**config.mk**
```make
export PLATFORM = sky130hd
export DESIGN_NAME = two_level_interrupt_handler
export DESIGN_NICKNAME = d
export VERILOG_FILES = /design/src/common/irq_pkg.sv /design/src/common/irq_arb_if.sv /design/src/logic/irq_arbiter.sv /design/src/logic/two_level_interrupt_handler.sv
export SDC_FILE = /design/constraint.sdc
export NUM_CORES = 1
export LEC_CHECK = 0
export BUFFER_PORTS_ARGS = -buffer_cell sky130_fd_sc_hd__buf_2
export CAP_MARGIN = 20
export CELL_PAD_IN_SITES_DETAIL_PLACEMENT = 0
export CELL_PAD_IN_SITES_GLOBAL_PLACEMENT = 2
export CORE_AREA = 2 2 109 111
export DETAILED_ROUTE_END_ITERATION = 10
export DIE_AREA = 0 0 111 113
export PLACE_DENSITY_LB_ADDON = 0.12
export SKIP_LAST_GASP = 1
export SYNTH_ARGS = -nofsm -noshare
export SYNTH_HDL_FRONTEND = slang
export SYNTH_HIERARCHICAL = 1
export SYNTH_SLANG_ARGS = --single-unit
```
**constraint.sdc**
```tcl
create_clock -name mclk -period 4.3 [get_ports mclk]
set_clock_uncertainty 0.1 [all_clocks]
set_input_delay 0.86 -clock mclk [delete_from_list [all_inputs] [get_ports mclk]]
set_output_delay 0.86 -clock mclk [all_outputs]
set_load 0.03 [all_outputs]
```
**src/common/irq_pkg.sv**
```systemverilog
/*
 * Shared constants for the two-level interrupt handler: source count,
 * register field positions, reset values, vector layout and call timing.
 * Assumes one system clock and a CPU core that reports instruction
 * boundaries and completed returns as single-cycle pulses.
 */
// Operation
// - eighteen sources arbitrated, each assignable to low or high level
// - a source's valid condition sets its pending flag to one
// - pending flags set regardless of enable bits
// - enabled source with set flag raises a request to the CPU
// - disabled source is ignored, no request, execution continues
// - CPU finishes current instruction, then long calls the source vector
// - every routine ends in a return resuming the interrupted flow
// - each source has its own enable bit in enable registers
// - individual enables act only while global enable bit seven is set
// - global enable at zero blocks every source
// - conditions raised while globally disabled stay pending for later
// - hardware clears some flags on vectoring; software clears the rest
// - flag still set after return re-requests after one more instruction
// - software writing one to a flag acts as a real event
// - high level preempts low routine; nothing preempts high routine
// - per-source priority bits select level; reset gives low level
// - simultaneous requests: higher programmed level served first
// - equal levels resolved by fixed per-source order
// - requests sampled and priority decoded every clock cycle
// - shortest request-to-routine time is seven clocks
// - equal or lower request waits for return plus one instruction
package irq_pkg;

    localparam int NUM_SOURCES = 18;
    localparam int SRC_ID_W    = 5;
    localparam int REG_W       = 8;

    // enable register layout
    localparam int GLOBAL_ENABLE_BIT = 7;
    localparam int BASE_FIELD_BITS   = 7;
    localparam int EXT_FIELD_BITS    = 2 * REG_W;

    // reset values: everything off, every source at low level
    localparam logic [7:0] ENABLE_RESET   = 8'h00;
    localparam logic [7:0] PRIORITY_RESET = 8'h00;

    // vector table: first vector and spacing between vectors
    localparam int          VECTOR_W    = 16;
    localparam logic [15:0] VECTOR_BASE = 16'h0003;
    localparam logic [15:0] VECTOR_STEP = 16'h0008;

    // sources whose flags hardware clears when vectoring
    localparam logic [17:0] HW_CLEAR_MASK = 18'h0000F;

    // timing in system clock cycles
    localparam int DETECT_CYCLES      = 1;
    localparam int MIN_INSTR_CYCLES   = 1;
    localparam int LONG_CALL_CYCLES   = 5;
    localparam int MIN_LATENCY_CYCLES =
        DETECT_CYCLES + MIN_INSTR_CYCLES + LONG_CALL_CYCLES;
    localparam int CALL_CNT_W = 3;

    typedef enum logic [0:0] {
        LEVEL_LOW,
        LEVEL_HIGH
    } level_type;

endpackage

```
**src/common/irq_arb_if.sv**
```systemverilog
/*
 * Carrier between the handler and its arbiter: masked request vectors
 * per level going in, the winning source and its level coming out.
 * Assumes both ends sit on the same clock; the path is combinational.
 */
`timescale 1ns/1ps
interface irq_arb_if #(
    parameter int N = irq_pkg::NUM_SOURCES
);
    logic [N-1:0]                  highReq;
    logic [N-1:0]                  lowReq;
    logic                          winValid;
    logic [irq_pkg::SRC_ID_W-1:0] winSrc;
    logic                          winHigh;

    modport handler (
        output highReq,
        output lowReq,
        input  winValid,
        input  winSrc,
        input  winHigh
    );

    modport arbiter (
        input  highReq,
        input  lowReq,
        output winValid,
        output winSrc,
        output winHigh
    );
endinterface

```
**src/logic/irq_arbiter.sv**
```systemverilog
/*
 * Two-level fixed-order arbiter: any high-level request beats every
 * low-level one; within a level the lowest source number wins.
 * Assumes request vectors are already masked by enables.
 */
`timescale 1ns/1ps
module irq_arbiter #(
    parameter int N = irq_pkg::NUM_SOURCES
) (
    irq_arb_if.arbiter arb
);

    function automatic logic [irq_pkg::SRC_ID_W-1:0] firstSet(
        input logic [N-1:0] v
    );
        logic [irq_pkg::SRC_ID_W-1:0] idx;
        idx = '0;
        for (int i = N - 1; i >= 0; i--) begin
            if (v[i]) begin
                idx = irq_pkg::SRC_ID_W'(i);
            end
        end
        return idx;
    endfunction

    always_comb begin
        arb.winValid = 1'b0;
        arb.winHigh  = 1'b0;
        arb.winSrc   = '0;
        if (|arb.highReq) begin
            arb.winValid = 1'b1;
            arb.winHigh  = 1'b1;
            arb.winSrc   = firstSet(arb.highReq);
        end else if (|arb.lowReq) begin
            arb.winValid = 1'b1;
            arb.winSrc   = firstSet(arb.lowReq);
        end
    end

endmodule

```
**src/logic/two_level_interrupt_handler.sv**
```systemverilog
/*
 * Two-level interrupt handler: holds the pending flags, masks them with
 * per-source and global enables, arbitrates by level and fixed order,
 * steers the CPU into a long call to the source vector and tracks the
 * nesting of running service routines.
 * Assumes peripherals and the CPU core share mclk, so no synchronisers;
 * instrDone and retiDone are one-cycle pulses and never coincide.
 */
`timescale 1ns/1ps
module two_level_interrupt_handler #(
    parameter int          N            = irq_pkg::NUM_SOURCES,
    parameter logic [17:0] HW_CLEAR     = irq_pkg::HW_CLEAR_MASK,
    parameter int          CALL_CYCLES  = irq_pkg::LONG_CALL_CYCLES
) (
    input  wire logic                          mclk,
    input  wire logic                          reset_n,
    input  wire logic [N-1:0]                  periphEvent,
    input  wire logic [N-1:0]                  swFlagSet,
    input  wire logic [N-1:0]                  swFlagClear,
    input  wire logic [7:0]                    irqEnableReg,
    input  wire logic [7:0]                    extIrqEnableReg1,
    input  wire logic [7:0]                    extIrqEnableReg2,
    input  wire logic [7:0]                    irqPriorityReg,
    input  wire logic [7:0]                    extIrqPriorityReg1,
    input  wire logic [7:0]                    extIrqPriorityReg2,
    input  wire logic                          instrDone,
    input  wire logic                          retiDone,
    output logic [N-1:0]                       pendingFlags,
    output logic                               irqRequest,
    output logic                               longCallActive,
    output logic [irq_pkg::VECTOR_W-1:0]       vectorAddr,
    output logic [irq_pkg::SRC_ID_W-1:0]       vectorSrc,
    output logic                               serviceStart,
    output logic                               highActive,
    output logic                               lowActive
);

    // the field map covers seven base bits plus two extension registers
    localparam int MAP_W = irq_pkg::BASE_FIELD_BITS
                         + irq_pkg::EXT_FIELD_BITS;

    // highest service address, which must still fit the vector output
    localparam int LAST_VECTOR = int'(irq_pkg::VECTOR_BASE)
                               + (N - 1) * int'(irq_pkg::VECTOR_STEP);
    localparam int CALL_MAX    = (1 << irq_pkg::CALL_CNT_W) - 1;

    // parameter sets that the logic cannot serve stop the elaboration
    if (N < 1 || N > MAP_W) begin : gBadCount
        $error("source count outside what the register map holds");
    end
    if (N > (1 << irq_pkg::SRC_ID_W)) begin : gBadId
        $error("source number does not fit its id field");
    end
    if (N > $bits(HW_CLEAR)) begin : gBadClear
        $error("hardware clear mask is narrower than the source count");
    end
    if (LAST_VECTOR >= (1 << irq_pkg::VECTOR_W)) begin : gBadVector
        $error("service address table does not fit the vector width");
    end
    if (CALL_CYCLES < 1 || CALL_CYCLES > CALL_MAX) begin : gBadCall
        $error("long call length does not fit its counter");
    end

    typedef enum logic [0:0] {
        ST_RUN,
        ST_CALL
    } vec_state_type;

    vec_state_type                      state_r;
    logic [N-1:0]                       pend_r;
    logic [N-1:0]                       pend_nxt;
    logic [N-1:0]                       hwClear;
    logic [N-1:0]                       srcEnabled;
    logic [N-1:0]                       srcHigh;
    logic [MAP_W-1:0]                   enableMap;
    logic [MAP_W-1:0]                   priorityMap;
    logic                               globalIrqEnable;
    logic                               canTake;
    logic                               accept;
    logic                               candLive;
    logic                               callLast;
    logic [irq_pkg::CALL_CNT_W-1:0]     callCnt_r;
    logic                               irqRequest_r;
    logic [irq_pkg::SRC_ID_W-1:0]       reqSrc_r;
    logic                               reqHigh_r;
    logic                               longCall_r;
    logic [irq_pkg::VECTOR_W-1:0]       vectorAddr_r;
    logic [irq_pkg::SRC_ID_W-1:0]       vectorSrc_r;
    logic                               serviceStart_r;
    logic                               highActive_r;
    logic                               lowActive_r;

    irq_arb_if #(.N(N)) arbBus ();

    irq_arbiter #(.N(N)) arbiter (
        .arb (arbBus.arbiter)
    );

    // a request may start a routine only if it outranks every running one
    function automatic logic levelAllowed(
        input logic isHigh,
        input logic hiRun,
        input logic loRun
    );
        return isHigh ? !hiRun : (!hiRun && !loRun);
    endfunction

    function automatic logic [irq_pkg::VECTOR_W-1:0] vectorOf(
        input logic [irq_pkg::SRC_ID_W-1:0] src
    );
        logic [irq_pkg::VECTOR_W-1:0] offs;
        offs = irq_pkg::VECTOR_STEP
             * irq_pkg::VECTOR_W'(src);
        return irq_pkg::VECTOR_BASE + offs;
    endfunction

    // one-hot mask of a source number; shared by the hardware clear and
    // the check that the latched candidate is still serviceable
    function automatic logic [N-1:0] oneHot(
        input logic [irq_pkg::SRC_ID_W-1:0] src
    );
        logic [N-1:0] m;
        m = '0;
        for (int i = 0; i < N; i++) begin
            m[i] = (src == irq_pkg::SRC_ID_W'(i));
        end
        return m;
    endfunction

    assign globalIrqEnable =
        irqEnableReg[irq_pkg::GLOBAL_ENABLE_BIT];

    assign enableMap = {extIrqEnableReg2, extIrqEnableReg1,
                        irqEnableReg[irq_pkg::BASE_FIELD_BITS-1:0]};
    assign priorityMap = {extIrqPriorityReg2, extIrqPriorityReg1,
                          irqPriorityReg[irq_pkg::BASE_FIELD_BITS-1:0]};

    // per-source masking; a disabled flag simply stays pending
    genvar g;
    generate
        for (g = 0; g < N; g++) begin : gSrc
            assign srcEnabled[g] = enableMap[g] && globalIrqEnable;
            assign srcHigh[g]    = priorityMap[g];
            assign arbBus.highReq[g] = pend_r[g] && srcEnabled[g]
                                    && srcHigh[g];
            assign arbBus.lowReq[g]  = pend_r[g] && srcEnabled[g]
                                    && !srcHigh[g];
        end
    endgenerate

    // only the sources marked in the mask lose their flag on vectoring
    assign hwClear = accept ? (HW_CLEAR[N-1:0] & oneHot(reqSrc_r))
                            : '0;

    // sampled every cycle so the top candidate and its legality are fresh
    assign canTake = arbBus.winValid
                  && levelAllowed(arbBus.winHigh, highActive_r,
                                  lowActive_r);

    // the candidate was latched a cycle earlier; if its flag was cleared
    // or its enables dropped since, it is not vectored to
    assign candLive = |(pend_r & srcEnabled & oneHot(reqSrc_r));

    // vector only at an instruction boundary; retiDone is not one, so the
    // instruction after a return always completes before re-entry
    assign accept = (state_r == ST_RUN) && irqRequest_r && candLive
                 && instrDone && !retiDone;

    // set wins over every clear so no event is lost on a clearing cycle
    always_comb begin
        pend_nxt = pend_r & ~swFlagClear & ~hwClear;
        pend_nxt = pend_nxt | periphEvent;
        pend_nxt = pend_nxt | swFlagSet;
    end

    always_ff @(posedge mclk) begin
        if (!reset_n) begin
            pend_r <= '0;
        end else begin
            pend_r <= pend_nxt;
        end
    end

    // detection stage: one registered cycle between flag and request
    always_ff @(posedge mclk) begin
        if (!reset_n) begin
            irqRequest_r <= 1'b0;
        end else begin
            irqRequest_r <= canTake && (state_r == ST_RUN)
                         && !accept;
        end
    end

    // the winner is latched every cycle beside the request it belongs to
    always_ff @(posedge mclk) begin
        if (!reset_n) begin
            reqSrc_r  <= '0;
            reqHigh_r <= 1'b0;
        end else begin
            reqSrc_r  <= arbBus.winSrc;
            reqHigh_r <= arbBus.winHigh;
        end
    end

    // last count of the long call; accept and this never coincide
    assign callLast = (state_r == ST_CALL) && (callCnt_r == '0);

    // long call sequencer: counts the call cycles down to zero
    always_ff @(posedge mclk) begin
        if (!reset_n) begin
            state_r   <= ST_RUN;
            callCnt_r <= '0;
        end else begin
            case (state_r)
                ST_RUN: begin
                    if (accept) begin
                        state_r   <= ST_CALL;
                        callCnt_r <= irq_pkg::CALL_CNT_W'(CALL_CYCLES - 1);
                    end
                end
                ST_CALL: begin
                    if (callLast) begin
                        state_r <= ST_RUN;
                    end else begin
                        callCnt_r <= callCnt_r - 1'b1;
                    end
                end
                default: begin
                    state_r <= ST_RUN;
                end
            endcase
        end
    end

    // the call strobe stands from the accept edge through the last count
    always_ff @(posedge mclk) begin
        if (!reset_n) begin
            longCall_r <= 1'b0;
        end else if (accept) begin
            longCall_r <= 1'b1;
        end else if (callLast) begin
            longCall_r <= 1'b0;
        end
    end

    // the routine starts in the cycle right after the call strobe falls
    always_ff @(posedge mclk) begin
        if (!reset_n) begin
            serviceStart_r <= 1'b0;
        end else begin
            serviceStart_r <= callLast;
        end
    end

    // vector address held from the accept until the next accept
    always_ff @(posedge mclk) begin
        if (!reset_n) begin
            vectorAddr_r <= irq_pkg::VECTOR_BASE;
        end else if (accept) begin
            vectorAddr_r <= vectorOf(reqSrc_r);
        end
    end

    // source number of the last vectoring, held like the address
    always_ff @(posedge mclk) begin
        if (!reset_n) begin
            vectorSrc_r <= '0;
        end else if (accept) begin
            vectorSrc_r <= reqSrc_r;
        end
    end

    // nesting: at most one low routine under one high routine; a return
    // always ends the innermost, which is the high one when both run
    always_ff @(posedge mclk) begin
        if (!reset_n) begin
            highActive_r <= 1'b0;
        end else if (accept && reqHigh_r) begin
            highActive_r <= 1'b1;
        end else if (retiDone) begin
            highActive_r <= 1'b0;
        end
    end

    // the low level ends only on a return made while no high routine runs
    always_ff @(posedge mclk) begin
        if (!reset_n) begin
            lowActive_r <= 1'b0;
        end else if (accept && !reqHigh_r) begin
            lowActive_r <= 1'b1;
        end else if (retiDone && !highActive_r) begin
            lowActive_r <= 1'b0;
        end
    end

    assign pendingFlags   = pend_r;
    assign irqRequest     = irqRequest_r;
    assign longCallActive = longCall_r;
    assign vectorAddr     = vectorAddr_r;
    assign vectorSrc      = vectorSrc_r;
    assign serviceStart   = serviceStart_r;
    assign highActive     = highActive_r;
    assign lowActive      = lowActive_r;

endmodule

```
==> results by group, run 1 <==
Setup path
  – R2R Setup Slk: ~1600 ps
  – RR Endpoint: reqSrc_r[1]
  – Worst Setup Start Kind: primary input
  – Buf+Inv Stages, Crit Path: 2
  – CP Cell Sequence: buf_2 -> inv_2 -> nor3_1 -> or4_4 -> or4_4 -> or3_4 -> a31o_1 -> o32ai_1 -> and2_1
  – Reg-to-Reg Start: pendingFlags[12]
  – WP data required: approximately 4400 ps
  – R2r worst-path depth: 8
  – Setup CP Type: in -> reg
  – Crit-path max cell delay: 560 ps
  – Setup crit end kind: register
  – Slowest cell on the critical path: or4_4
  – Arr. time, crit path: ~3500 ps
  – CP Max Fanout: 23
  – CP dominant cell by count: or4_4
  – Top delay family on crit path: simple AND/OR/NAND/NOR gates

Layout
  – Cell area after layout: 3410 sq um
  – Filler instances: around 1300
  – Share of cells above drive strength 1: approximately 33%
  – Core Util, Final: 30.2%
  – Area growth syn-to-layout: 32.5%
  – Nets@finish: between 500 and 600

Die
  – Die area: about 13000 sq um
  – Die Y-Extent: approximately 110 um
  – Die W: between 100 and 150 um
  – # rows: 39
  – Core ar.: ~11000 sq um
  – Top-Level Pins: 150
  – Initial Utilization: a little under a quarter

Power
  – PD cells: 304 nW/um^2
  – Overall power: slightly above 1000 uW
  – Max VDD drop: about 0.00016 V
  – Clk pwr share: between 30% and 40%
  – Sequential share of power: around two fifths
  – Internal power: between 700 and 800 uW
  – Sw Share: 31.1%
  – Leak: around 0.0015 uW
  – Logic pwr share: about a quarter
  – Switching power total: 322 uW

Synth
  – Syn Area/Cell: between 7 and 8 sq um
  – Syn. warnings: 6
  – Sequential fraction of the synthesis area: 29.6%
  – Synthesis-stage register bit count: 38
  – Yosys top cell area share: a little under 30%
  – Synthesized cell area: around 2600 sq um
  – Area leader, netlist: dfxtp_1
  – Main synth FF type: dfxtp_1
  – Post-synth EDFFs: 0
  – Cell variety after synth: 57
  – Synth top area cells: dfxtp_1 (30%), nor3_1 (5.5%), o31a_1 (5.5%), buf_4 (5.0%), nor2b_1 (4.6%)
  – Cells after Synth: ~330
  – Async SR Flop Fraction: 0%

STA
  – Period Utilization, post-route: roughly four fifths
  – Peak Freq: around 290 MHz
  – Setup tns final: 0 ps
  – RSZ-0062 raised after global routing: no
  – Hold Violations, Final: 0
  – Slew @ Worst Pin: about 850 ps
  – Relative slew slack: 43.1%
  – Fin crit period: ~3400 ps
  – Final Slew Violations: 0
  – Final setup viols: 0

Global route
  – All-Layer GR Usage: between 10% and 20%
  – Vias in the first global route: about 2700
  – Initial antenna violation count: 1
  – Overflow after GRT: 0
  – Largest net degree at the start of global routing: 48
  – First-pass GRT wire length: about 14000 um

CTS
  – CTS buffer count: 5
  – CTS max path bufs: 2
  – Clock sinks: 38
  – PostCTS Resize Cnt: 0
  – Root buf cell: clkbuf_16
  – # Post-CTS Setup Buffers: 0
  – Clk slew on worst S/H paths: 60 ps
  – TritonCTS clock tree: yes
  – Skew-Pair Late Insertion Delay: between 200 and 300 ps
  – H-Tree Depth: 2
  – # hold bufs at CTS: 0

Worst hold path
  – Min-Delay Endpoint: vectorAddr[6]
  – Worst Hold Launch: vectorAddr[6]
  – Hold depth: 2
  – Class of the worst hold path: reg -> reg

Placement
  – Placed cell areas: 3250 sq um
  – Post-DP HPWL: around 7500 um
  – Port bufs: between 100 and 150
  – Routability cong.: about 0.77

Run
  – # Max-Cap Violations: 0

Detailed routing
  – Routed Antenna Nets: 0
  – Via density: around 4.6
  – WL final: between 8000 and 9000 um
  – Via Count: about 2800
  – Initial DRC count: approximately 200
  – Drt pass-1 iters: 4
  – WL/cell: 15.0 um
  – DRC errors left: 0

Run status
  – Status: finished clean
## cell usage in the layout, fill, tap and decap left out, types with 2 or more instances in the layout
master and count:
or4_1 3, a31oi_1 8, dfxtp_1 38, a2111oi_0 2, or4_4 3, o21ai_1 3
o31ai_1 5, a211oi_1 2, and2_1 10, o31a_1 16, conb_1 11, nand3b_1 4
mux2i_1 5, o41ai_1 2, mux4_2 2, o211a_1 2, a21oi_1 8, o311ai_0 2
nand2b_1 8, nor3_1 28, inv_1 29, nor2b_1 19, nand2_1 25, nor2_1 30
nor4_1 7, clkbuf_16 5, ha_1 2, o21ai_0 5, buf_2 127, nand3_1 12
## cell usage after synthesis, types with 7 or more instances
cell type	instances
nor2b_1	19
a21oi_1	8
o31a_1	16
nor4_1	7
and2_1	10
nor3_1	28
nand2_1	25
dfxtp_1	38
nor2_1	30
buf_4	17
inv_1	29
nand2b_1	8
nand3_1	12
a31oi_1	8
clkbuf_1	7
## power groups by stage
stage	Combinational (uW)	Clock (uW)	Sequential, uW
4_1_cts	264	391	403
3_3_place_gp	263	0	411
2_1_floorplan	151	0	424
5_1_grt	289	406	407
6_report	260	374	402
3_5_place_dp	262	0	411
## state kept, by name, summed over array words and instances, names as in the netlist
register / flops
pendingFlags: 18
reqSrc_r: 5
vectorAddr: 5
callCnt_r: 3
highActive: 1
irqRequest: 1
longCallActive: 1
lowActive: 1
reqHigh_r: 1
serviceStart: 1
state_r: 1
## cell type report
| class | count | area, sq um | area share (%) |
|---|---|---|---|
| repair buffers | 128 | 643 | 18.9 |
| multi-input cells | 248 | 1560 | 45.7 |
| flip-flops and latches | 38 | 761 | 22.3 |
| diodes | 1 | 2.50 | 0.0735 |
| inverters | 30 | 113 | 3.31 |
| clock buffers | 6 | 139 | 4.08 |
| well taps | 143 | 179 | 5.25 |
| clock inverters | 2 | 12.5 | 0.367 |
## metal layers
metal / part of all wire, % / global-route usage (%) / routed length, um / vias to the layer above
li1: - / - / - / 1412
met1: 44 / 18.4 / 3960 / 1240
met2: 46 / 24.5 / 4160 / 110
met3: 8.9 / 4.71 / 795 / 5
met4: 0.38 / 2.00 / 34 / 0
met5: 0 / 0 / 0 / -
## cells by family (layout without fill, tap and decap cells)
group                      after synthesis  in the layout  share of synthesized area (%)
muxes                                    7              7                           3.70
other                                    2             12                          0.292
and+or+nand+nor                        161            161                           34.0
DFF                                     38             38                           29.6
buffers and inverters                   57            166                           11.2
AOI/OAI and AO/OA                       67             67                           20.2
adders and majority gates                2              2                          0.973
## worst register-to-register path: stages (launching register included)
cell	delay, ps
dfxtp_1	330
nand2_1	130
nor3_1	90
or4_4	580
or4_4	550
or3_4	380
a31o_1	210
o32ai_1	120
and2_1	150
## per-stage QoR
stage	setup WS, ps	hold WS [ps]	instances
6_report	893	368	596
5_1_grt	738	404	595
4_1_cts	886	374	595
3_5_place_dp	603	364	587
3_3_place_gp	596	352	587
2_1_floorplan	809	369	343
## how the worst max path moves through the flow
stage                          from     endpoint  slack (ps)  cells after the start
floorplan           irqEnableReg[7]  reqSrc_r[0]         810                      9
global placement    irqEnableReg[7]  reqSrc_r[1]         600                      9
detailed placement  irqEnableReg[7]  reqSrc_r[1]         600                      9
CTS                 irqEnableReg[7]  reqSrc_r[1]         890                      9
global route        irqEnableReg[7]  reqSrc_r[1]         740                      9
finish              irqEnableReg[7]  reqSrc_r[1]         890                      9
(Power assumes the default switching activity.)
==> inputs of run 2 (changes only) <==
- CORE_AREA: 2 2 109 111 -> 2 2 117 119
- DIE_AREA: 0 0 111 113 -> 0 0 119 121
- clock period: 4.3 -> 3.1 ns (I/O delays scaled with it)
==> run 2 against run 1 <==
Worst hold slack gained 3.7 ps. Total power rose by 61%. Register-to-register slack lost 1200 ps. Cell count increased by 12%. Via count is 5.6% higher. Count of clock-buffer cells in the layout unchanged. Largest power group is now clock. Highest routed layer unchanged.
==> results by group, run 2 (synthesis results as in run 1) <==
Detailed routing
  – WL/cell: 14.9 um (-0.90%)
  – Via Count: 2921 (+5.6%)
  – DRC errors left: 0 (unchanged)
  – Drt pass-1 iters: 4 (unchanged)
  – Routed Antenna Nets: 0 (unchanged)
  – Initial DRC count: 134 (-32%)
  – Via density: 4.38 (-5.7%)
  – WL final: 9930 um (+11%)

Layout
  – Share of cells above drive strength 1: 38.5% (+5.3 points)
  – Area growth syn-to-layout: 47.2%
  – Most frequent cells in the layout: buf_2 (127), buf_4 (40), dfxtp_1 (38)
  – N_diodes: 0 (-1)
  – Max reg flops: 18 (unchanged)
  – Commonest non-fill, non-tap cell in the layout: buf_2
  – Nets@finish: 598 (+7.0%)

Setup path
  – Crit-path max cell delay: 580 ps (+20 ps)
  – Worst Setup Start Kind: primary input
  – Slowest cell on the critical path: or4_1
  – R2R Setup Slk: 440 ps (-1150 ps)
  – Arr. time, crit path: 3080 ps (-450 ps)
  – Top delay family on crit path: simple AND/OR/NAND/NOR gates
  – Setup CP Type: in -> reg
  – CP Max Fanout: 15 (-35%)
  – R2r worst-path depth: 5 (-3)
  – RR Endpoint: pendingFlags[3]
  – Setup crit end kind: register
  – Buf+Inv Stages, Crit Path: 3 (+1)
  – Reg-to-Reg Start: reqSrc_r[1]
  – WP data required: 3230 ps (-1190 ps)
  – CP Cell Sequence: buf_2 -> inv_2 -> buf_4 -> nor3_1 -> or4_1 -> or4_4 -> or3_4 -> o41ai_2 -> and2_1

Die
  – Core ar.: 13100 sq um (+16%)
  – Die W: 119 um (+7.2%)
  – Initial Utilization: 19.7% (-3.2 points)
  – Die Y-Extent: 121 um (+7.1%)
  – # rows: 42 (+7.7%)
  – Die area: 14400 sq um (+15%)
  – Top-Level Pins: 150 (unchanged)

STA
  – RSZ-0062 raised after global routing: no
  – Period Utilization, post-route: between 90% and 100%
  – Hold Violations, Final: 0 (unchanged)
  – Slew @ Worst Pin: 783 ps (-71.1 ps)
  – Fin crit period: 2950 ps
  – Setup tns final: 0 ps (unchanged)
  – Worst hold margin: 371 ps (+3.70 ps)
  – Final setup viols: 0 (unchanged)
  – Peak Freq: between 300 and 400 MHz
  – Final Slew Violations: 0 (unchanged)
  – Relative slew slack: 47.6% (+4.6 points)

CTS
  – Skew-Pair Late Insertion Delay: 280 ps (about the same)
  – CTS max path bufs: 2 (unchanged)
  – TritonCTS clock tree: yes
  – PostCTS Resize Cnt: 0 (unchanged)
  – Clock sinks: 38 (unchanged)
  – Clk slew on worst S/H paths: 60 ps (about the same)
  – # hold bufs at CTS: 0 (unchanged)
  – Root buf cell: clkbuf_16
  – H-Tree Depth: 2 (unchanged)
  – # Post-CTS Setup Buffers: 0 (unchanged)
  – CTS buffer count: 5 (unchanged)

Power
  – Max VDD drop: 0.000261 V (+62%)
  – PD cells: 440 nW/um^2 (+45%)
  – Leak: 0.00177 uW (+14%)

Run status
  – Status: finished clean

Global route
  – Initial antenna violation count: 0 (-1)
  – Vias in the first global route: 2945 (+10%)
  – Overflow after GRT: 0 (unchanged)
  – All-Layer GR Usage: 14.0% (-0.46 points)
  – First-pass GRT wire length: 15400 um (+7.1%)
  – Largest net degree at the start of global routing: 23 (-52%)

Run
  – # Max-Cap Violations: 0 (unchanged)

Placement
  – Port bufs: 127 (unchanged)
  – Routability cong.: 0.813 (+6.2%)
  – Post-DP HPWL: 8370 um (+12%)

Worst hold path
  – Hold depth: 2 (unchanged)
  – Worst Hold Launch: vectorAddr[3]
  – Min-Delay Endpoint: vectorAddr[3]
  – Class of the worst hold path: reg -> reg
[run 2: worst max-delay path by stage]
stage | start | to | slack (ps) | cells past startpoint
finish | irqEnableReg[7] | reqSrc_r[0] | 150 | 9
global route | irqEnableReg[7] | reqSrc_r[1] | 20 | 10
CTS | irqEnableReg[7] | reqSrc_r[0] | 140 | 9
detailed placement | irqEnableReg[7] | reqSrc_r[0] | -150 | 9
global placement | irqEnableReg[7] | reqSrc_r[0] | -120 | 8
floorplan | irqEnableReg[7] | reqSrc_r[0] | 10 | 9
[run 2: power by group]
part | internal [uW] | switching (uW) | leakage [uW] | total, uW
Clock | 484 | 216 | 0.0000971 | 700
Sequential | 519 | 39.8 | 0.000314 | 558
Combinational | 184 | 222 | 0.00136 | 406
[run 2: worst register-to-register path, stage by stage, from the launching register on]
cell	delay (ps)
dfxtp_1	780
mux4_2	460
o21ai_1	190
a211oi_2	140
nor3_4	670
a31oi_1	170
[run 2: layout make-up]
type / count / area [sq um]
Multi-Input combinational cell: 248 / 1560
Inverter: 30 / 113
Sequential cell: 38 / 761
Timing Repair Buffer: 167 / 936
Tap cell: 176 / 220
Fill cell: 1400 / 9300
Clock buffer: 6 / 139
Clock inverter: 2 / 60.1
[run 2: metrics by stage]
step / setup slack [ps] / util (%) / total power, uW / std cells / cell area [sq um]
2_1_floorplan: 9.94 / - / 799 / 343 / 2610
3_3_place_gp: -125 / 27.4 / 978 / 659 / 3590
3_5_place_dp: -148 / 27.4 / 979 / 659 / 3590
4_1_cts: 145 / 28.9 / 1690 / 667 / 3780
5_1_grt: 19.8 / 28.9 / 1750 / 667 / 3780
6_report: 148 / 28.9 / 1660 / 667 / 3780
[run 2: layer usage]
layer | wire, um | up-vias | part of all wire, % | GRT usage [%]
met5 | 0 | - | 0 | 0
met4 | 72 | 0 | 0.73 | 2.90
met3 | 655 | 7 | 6.6 | 3.29
met2 | 4780 | 110 | 48 | 25.0
met1 | 4420 | 1312 | 45 | 17.1
li1 | - | 1492 | - | -
==> inputs of run 3 (changes only) <==
- ABC_AREA: not set -> 1
- CORE_AREA: 2 2 117 119 -> 2 2 124 126
- DIE_AREA: 0 0 119 121 -> 0 0 126 128
- PLACE_DENSITY_LB_ADDON: 0.12 -> 0.1
==> run 3 against run 2 <==
Worst hold slack lost 38 ps. Largest cell class unchanged. Sequential share of layout area grew 0.48 points. First-iteration DRC count shrank 26%. Worst setup slack gained 500 ps. Clock power shrank 2%. Highest routed layer unchanged. Critical endpoint unchanged. Synthesized cell count grew 41%. Count of clock-buffer cells in the layout shrank 1. Global-route usage shrank 2.1 points.
==> results by group, run 3 <==
Run status
  – Status: finished clean

Layout
  – Finished Layout Cells: 781 (+17%)
  – N_diodes: 0 (unchanged)
  – Most frequent cells in the layout: buf_2 (127), nand2_1 (98), inv_1 (97)
  – Area growth syn-to-layout: 33.8%
  – Multi-input gate area: 1480 sq um (-4.9%)
  – Max reg flops: 18 (unchanged)
  – Filler instances: 1760 (+26%)
  – Sequential cell area: 761 sq um (unchanged)
  – Commonest non-fill, non-tap cell in the layout: buf_2
  – Nets@finish: 700 (+17%)
  – Core Util, Final: 24.9% (-4.1 points)
  – Share of cells above drive strength 1: 27.7% (-11 points)

Placement
  – Pre-CTS setup slack: 266 ps (+413 ps)
  – Post-DP HPWL: 8090 um (-3.3%)
  – Placed cells: 773 (+17%)
  – Routability cong.: 0.765 (-5.9%)
  – Port bufs: 127 (unchanged)

Synth
  – Async SR Flop Fraction: 0% (unchanged)
  – Main synth FF type: dfxtp_1
  – Cell with the most instances after synthesis: nand2_1
  – Yosys top cell area share: 27.5% (-2.1 points)
  – Cells after Synth: 472 (+41%)
  – Synthesis-stage register bit count: 38 (unchanged)
  – Area leader, netlist: dfxtp_1
  – Cell variety after synth: 29 (-49%)
  – Synthesized cell area: 2760 sq um (+7.5%)
  – Sequential fraction of the synthesis area: 27.5% (-2.1 points)
  – Syn Area/Cell: 5.86 sq um (-24%)
  – Top cells by count, synth: nand2_1 (98), inv_1 (97), nor2_1 (95)
  – Post-synth EDFFs: 0 (unchanged)
  – Syn. warnings: 6 (unchanged)
  – Synth top area cells: dfxtp_1 (28%), nand2_1 (13%), inv_1 (13%), nor2_1 (13%), a21oi_1 (5.8%)

Setup path
  – Reg-to-Reg Start: pendingFlags[16]
  – Critical Path Start: irqEnableReg[7]
  – RR Endpoint: reqSrc_r[0]
  – WP data required: 3180 ps (-50 ps)
  – Setup CP Type: in -> reg
  – R2R Setup Slk: 980 ps (+540 ps)
  – Arr. time, crit path: 2540 ps (-540 ps)
  – CP Max Fanout: 15 (unchanged)
  – Setup crit end kind: register
  – R2r worst-path depth: 24 (+19)
  – Worst Setup Start Kind: primary input

STA
  – Relative slew slack: 63.0% (+15 points)
  – Setup tns final: 0 ps (unchanged)
  – RSZ-0062 raised after global routing: no
  – Fin crit period: 2450 ps (-497 ps)
  – Final setup viols: 0 (unchanged)
  – Hold Violations, Final: 0 (unchanged)
  – Peak Freq: 407 MHz (+20%)
  – Final Slew Violations: 0 (unchanged)
  – Fin worst setup slack: 645 ps (+497 ps)
  – Slew @ Worst Pin: 554 ps (-228 ps)
  – Period Utilization, post-route: 79.2% (-16 points)

Run
  – # Max-Cap Violations: 0 (unchanged)

CTS
  – Clock sinks: 38 (unchanged)
  – # hold bufs at CTS: 0 (unchanged)
  – Clk slew on worst S/H paths: 60 ps (about the same)
  – CTS max path bufs: 2 (unchanged)
  – # Post-CTS Setup Buffers: 0 (unchanged)
  – Skew-Pair Late Insertion Delay: 280 ps (about the same)
  – PostCTS Resize Cnt: 0 (unchanged)
  – Root buf cell: clkbuf_16
  – TritonCTS clock tree: yes
  – CTS buffer count: 5 (unchanged)
  – H-Tree Depth: 2 (unchanged)

Worst hold path
  – Min-Delay Endpoint: callCnt_r[0]
  – Class of the worst hold path: reg -> reg
  – Worst Hold Launch: callCnt_r[0]
  – Hold depth: 1 (-1)

Detailed routing
  – DRC errors left: 0 (unchanged)
  – WL/cell: 12.3 um (-18%)
  – WL final: 9580 um (-3.5%)
  – Via Count: 3046 (+4.3%)
  – Via density: 3.90 (-11%)
  – Initial DRC count: 99 (-26%)
  – Routed Antenna Nets: 0 (unchanged)
  – Drt pass-1 iters: 4 (unchanged)

Global route
  – Initial antenna violation count: 0 (unchanged)
  – All-Layer GR Usage: 11.8% (-2.1 points)
  – Vias in the first global route: 2965 (+0.68%)
  – Overflow after GRT: 0 (unchanged)
  – Largest net degree at the start of global routing: 29 (+26%)
  – First-pass GRT wire length: 15100 um (-2.0%)

Power
  – Max VDD drop: 0.000186 V (-29%)
  – PD cells: 433 nW/um^2 (-1.5%)
  – Leak: 0.00200 uW (+13%)

Die
  – Die Y-Extent: 128 um (+5.8%)
  – Die area: 16100 sq um (+12%)
  – Core ar.: 14900 sq um (+14%)
  – Die W: 126 um (+5.9%)
  – Initial Utilization: 18.6% (-1.1 points)
  – # rows: 45 (+7.1%)
  – Top-Level Pins: 150 (unchanged)
==> run 3: cell types whose count changed in the layout (fill, tap and decap cells not counted), moves of 8 or more <==
cell,previous run,this run
a21oi_1,8,32
and2_1,10,0
buf_4,40,1
inv_1,29,97
nand2_1,25,98
nand2b_1,8,0
nand3_1,12,23
nand3_2,0,9
nand4_1,1,12
nor2_1,30,95
nor2b_1,19,0
nor3_1,28,4
o31a_1,16,0
==> run 3: worst max path at each step <==
stage,to,cells after the start
after floorplan,reqSrc_r[0],25
after global placement,reqSrc_r[0],25
after detailed placement,reqSrc_r[0],25
after CTS,reqSrc_r[0],25
after global routing,reqSrc_r[0],25
final,reqSrc_r[0],25
==> run 3: layout make-up <==
class / instances / area share, %
clock inverters: 3 / 1.86
well taps: 188 / 6.36
multi-input cells: 317 / 40.0
inverters: 102 / 10.4
repair buffers: 128 / 17.4
clock buffers: 5 / 3.38
flip-flops and latches: 38 / 20.6
==> run 3: kinds of logic after synthesis <==
family                   share of synthesized area (%)
other                                            0.272
flip-flops                                        27.5
AO/OA/AOI/OAI                                     8.42
adder cells (fa/ha/maj)                          0.905
buffers and inverters                             20.1
AND/OR/NAND/NOR                                   42.7
==> run 3: power breakdown <==
part	switching (uW)	internal (uW)	total, uW
logic	242	128	370
registers	28.2	518	546
clock network	222	463	685
==> run 3: per-stage QoR <==
step	area, sq um	hold WS [ps]	total power (uW)
floorplan	2800	307	801
global placement	3500	322	934
detailed placement	3500	325	934
CTS	3700	335	1640
global route	3700	368	1700
finish	3700	333	1600
==> run 3: critical path: stages <==
cell and delay [ps]:
buf_2 330, and3_1 260, inv_1 60, nor2_1 160
inv_1 60, nand2_1 80, nand2_1 60, nand2_1 50
nand2_1 50, nand2_1 50, nand2_1 50, nand2_1 60
nand2_1 50, nand2_1 50, nand2_1 50, nand2_1 60
nand2_1 40, nand2_1 50, nand2_1 50, nand2_1 50
nand2_1 50, nand2_1 50, nand2_1 60, nand2_1 60
inv_1 40
==> run 3: layer usage <==
layer,global-route usage (%),wire [um],vias up
met4,3.04,135,0
li1,-,-,1650
met3,2.17,412,9
met2,20.4,4500,68
met1,15.3,4530,1319
met5,0,0,-
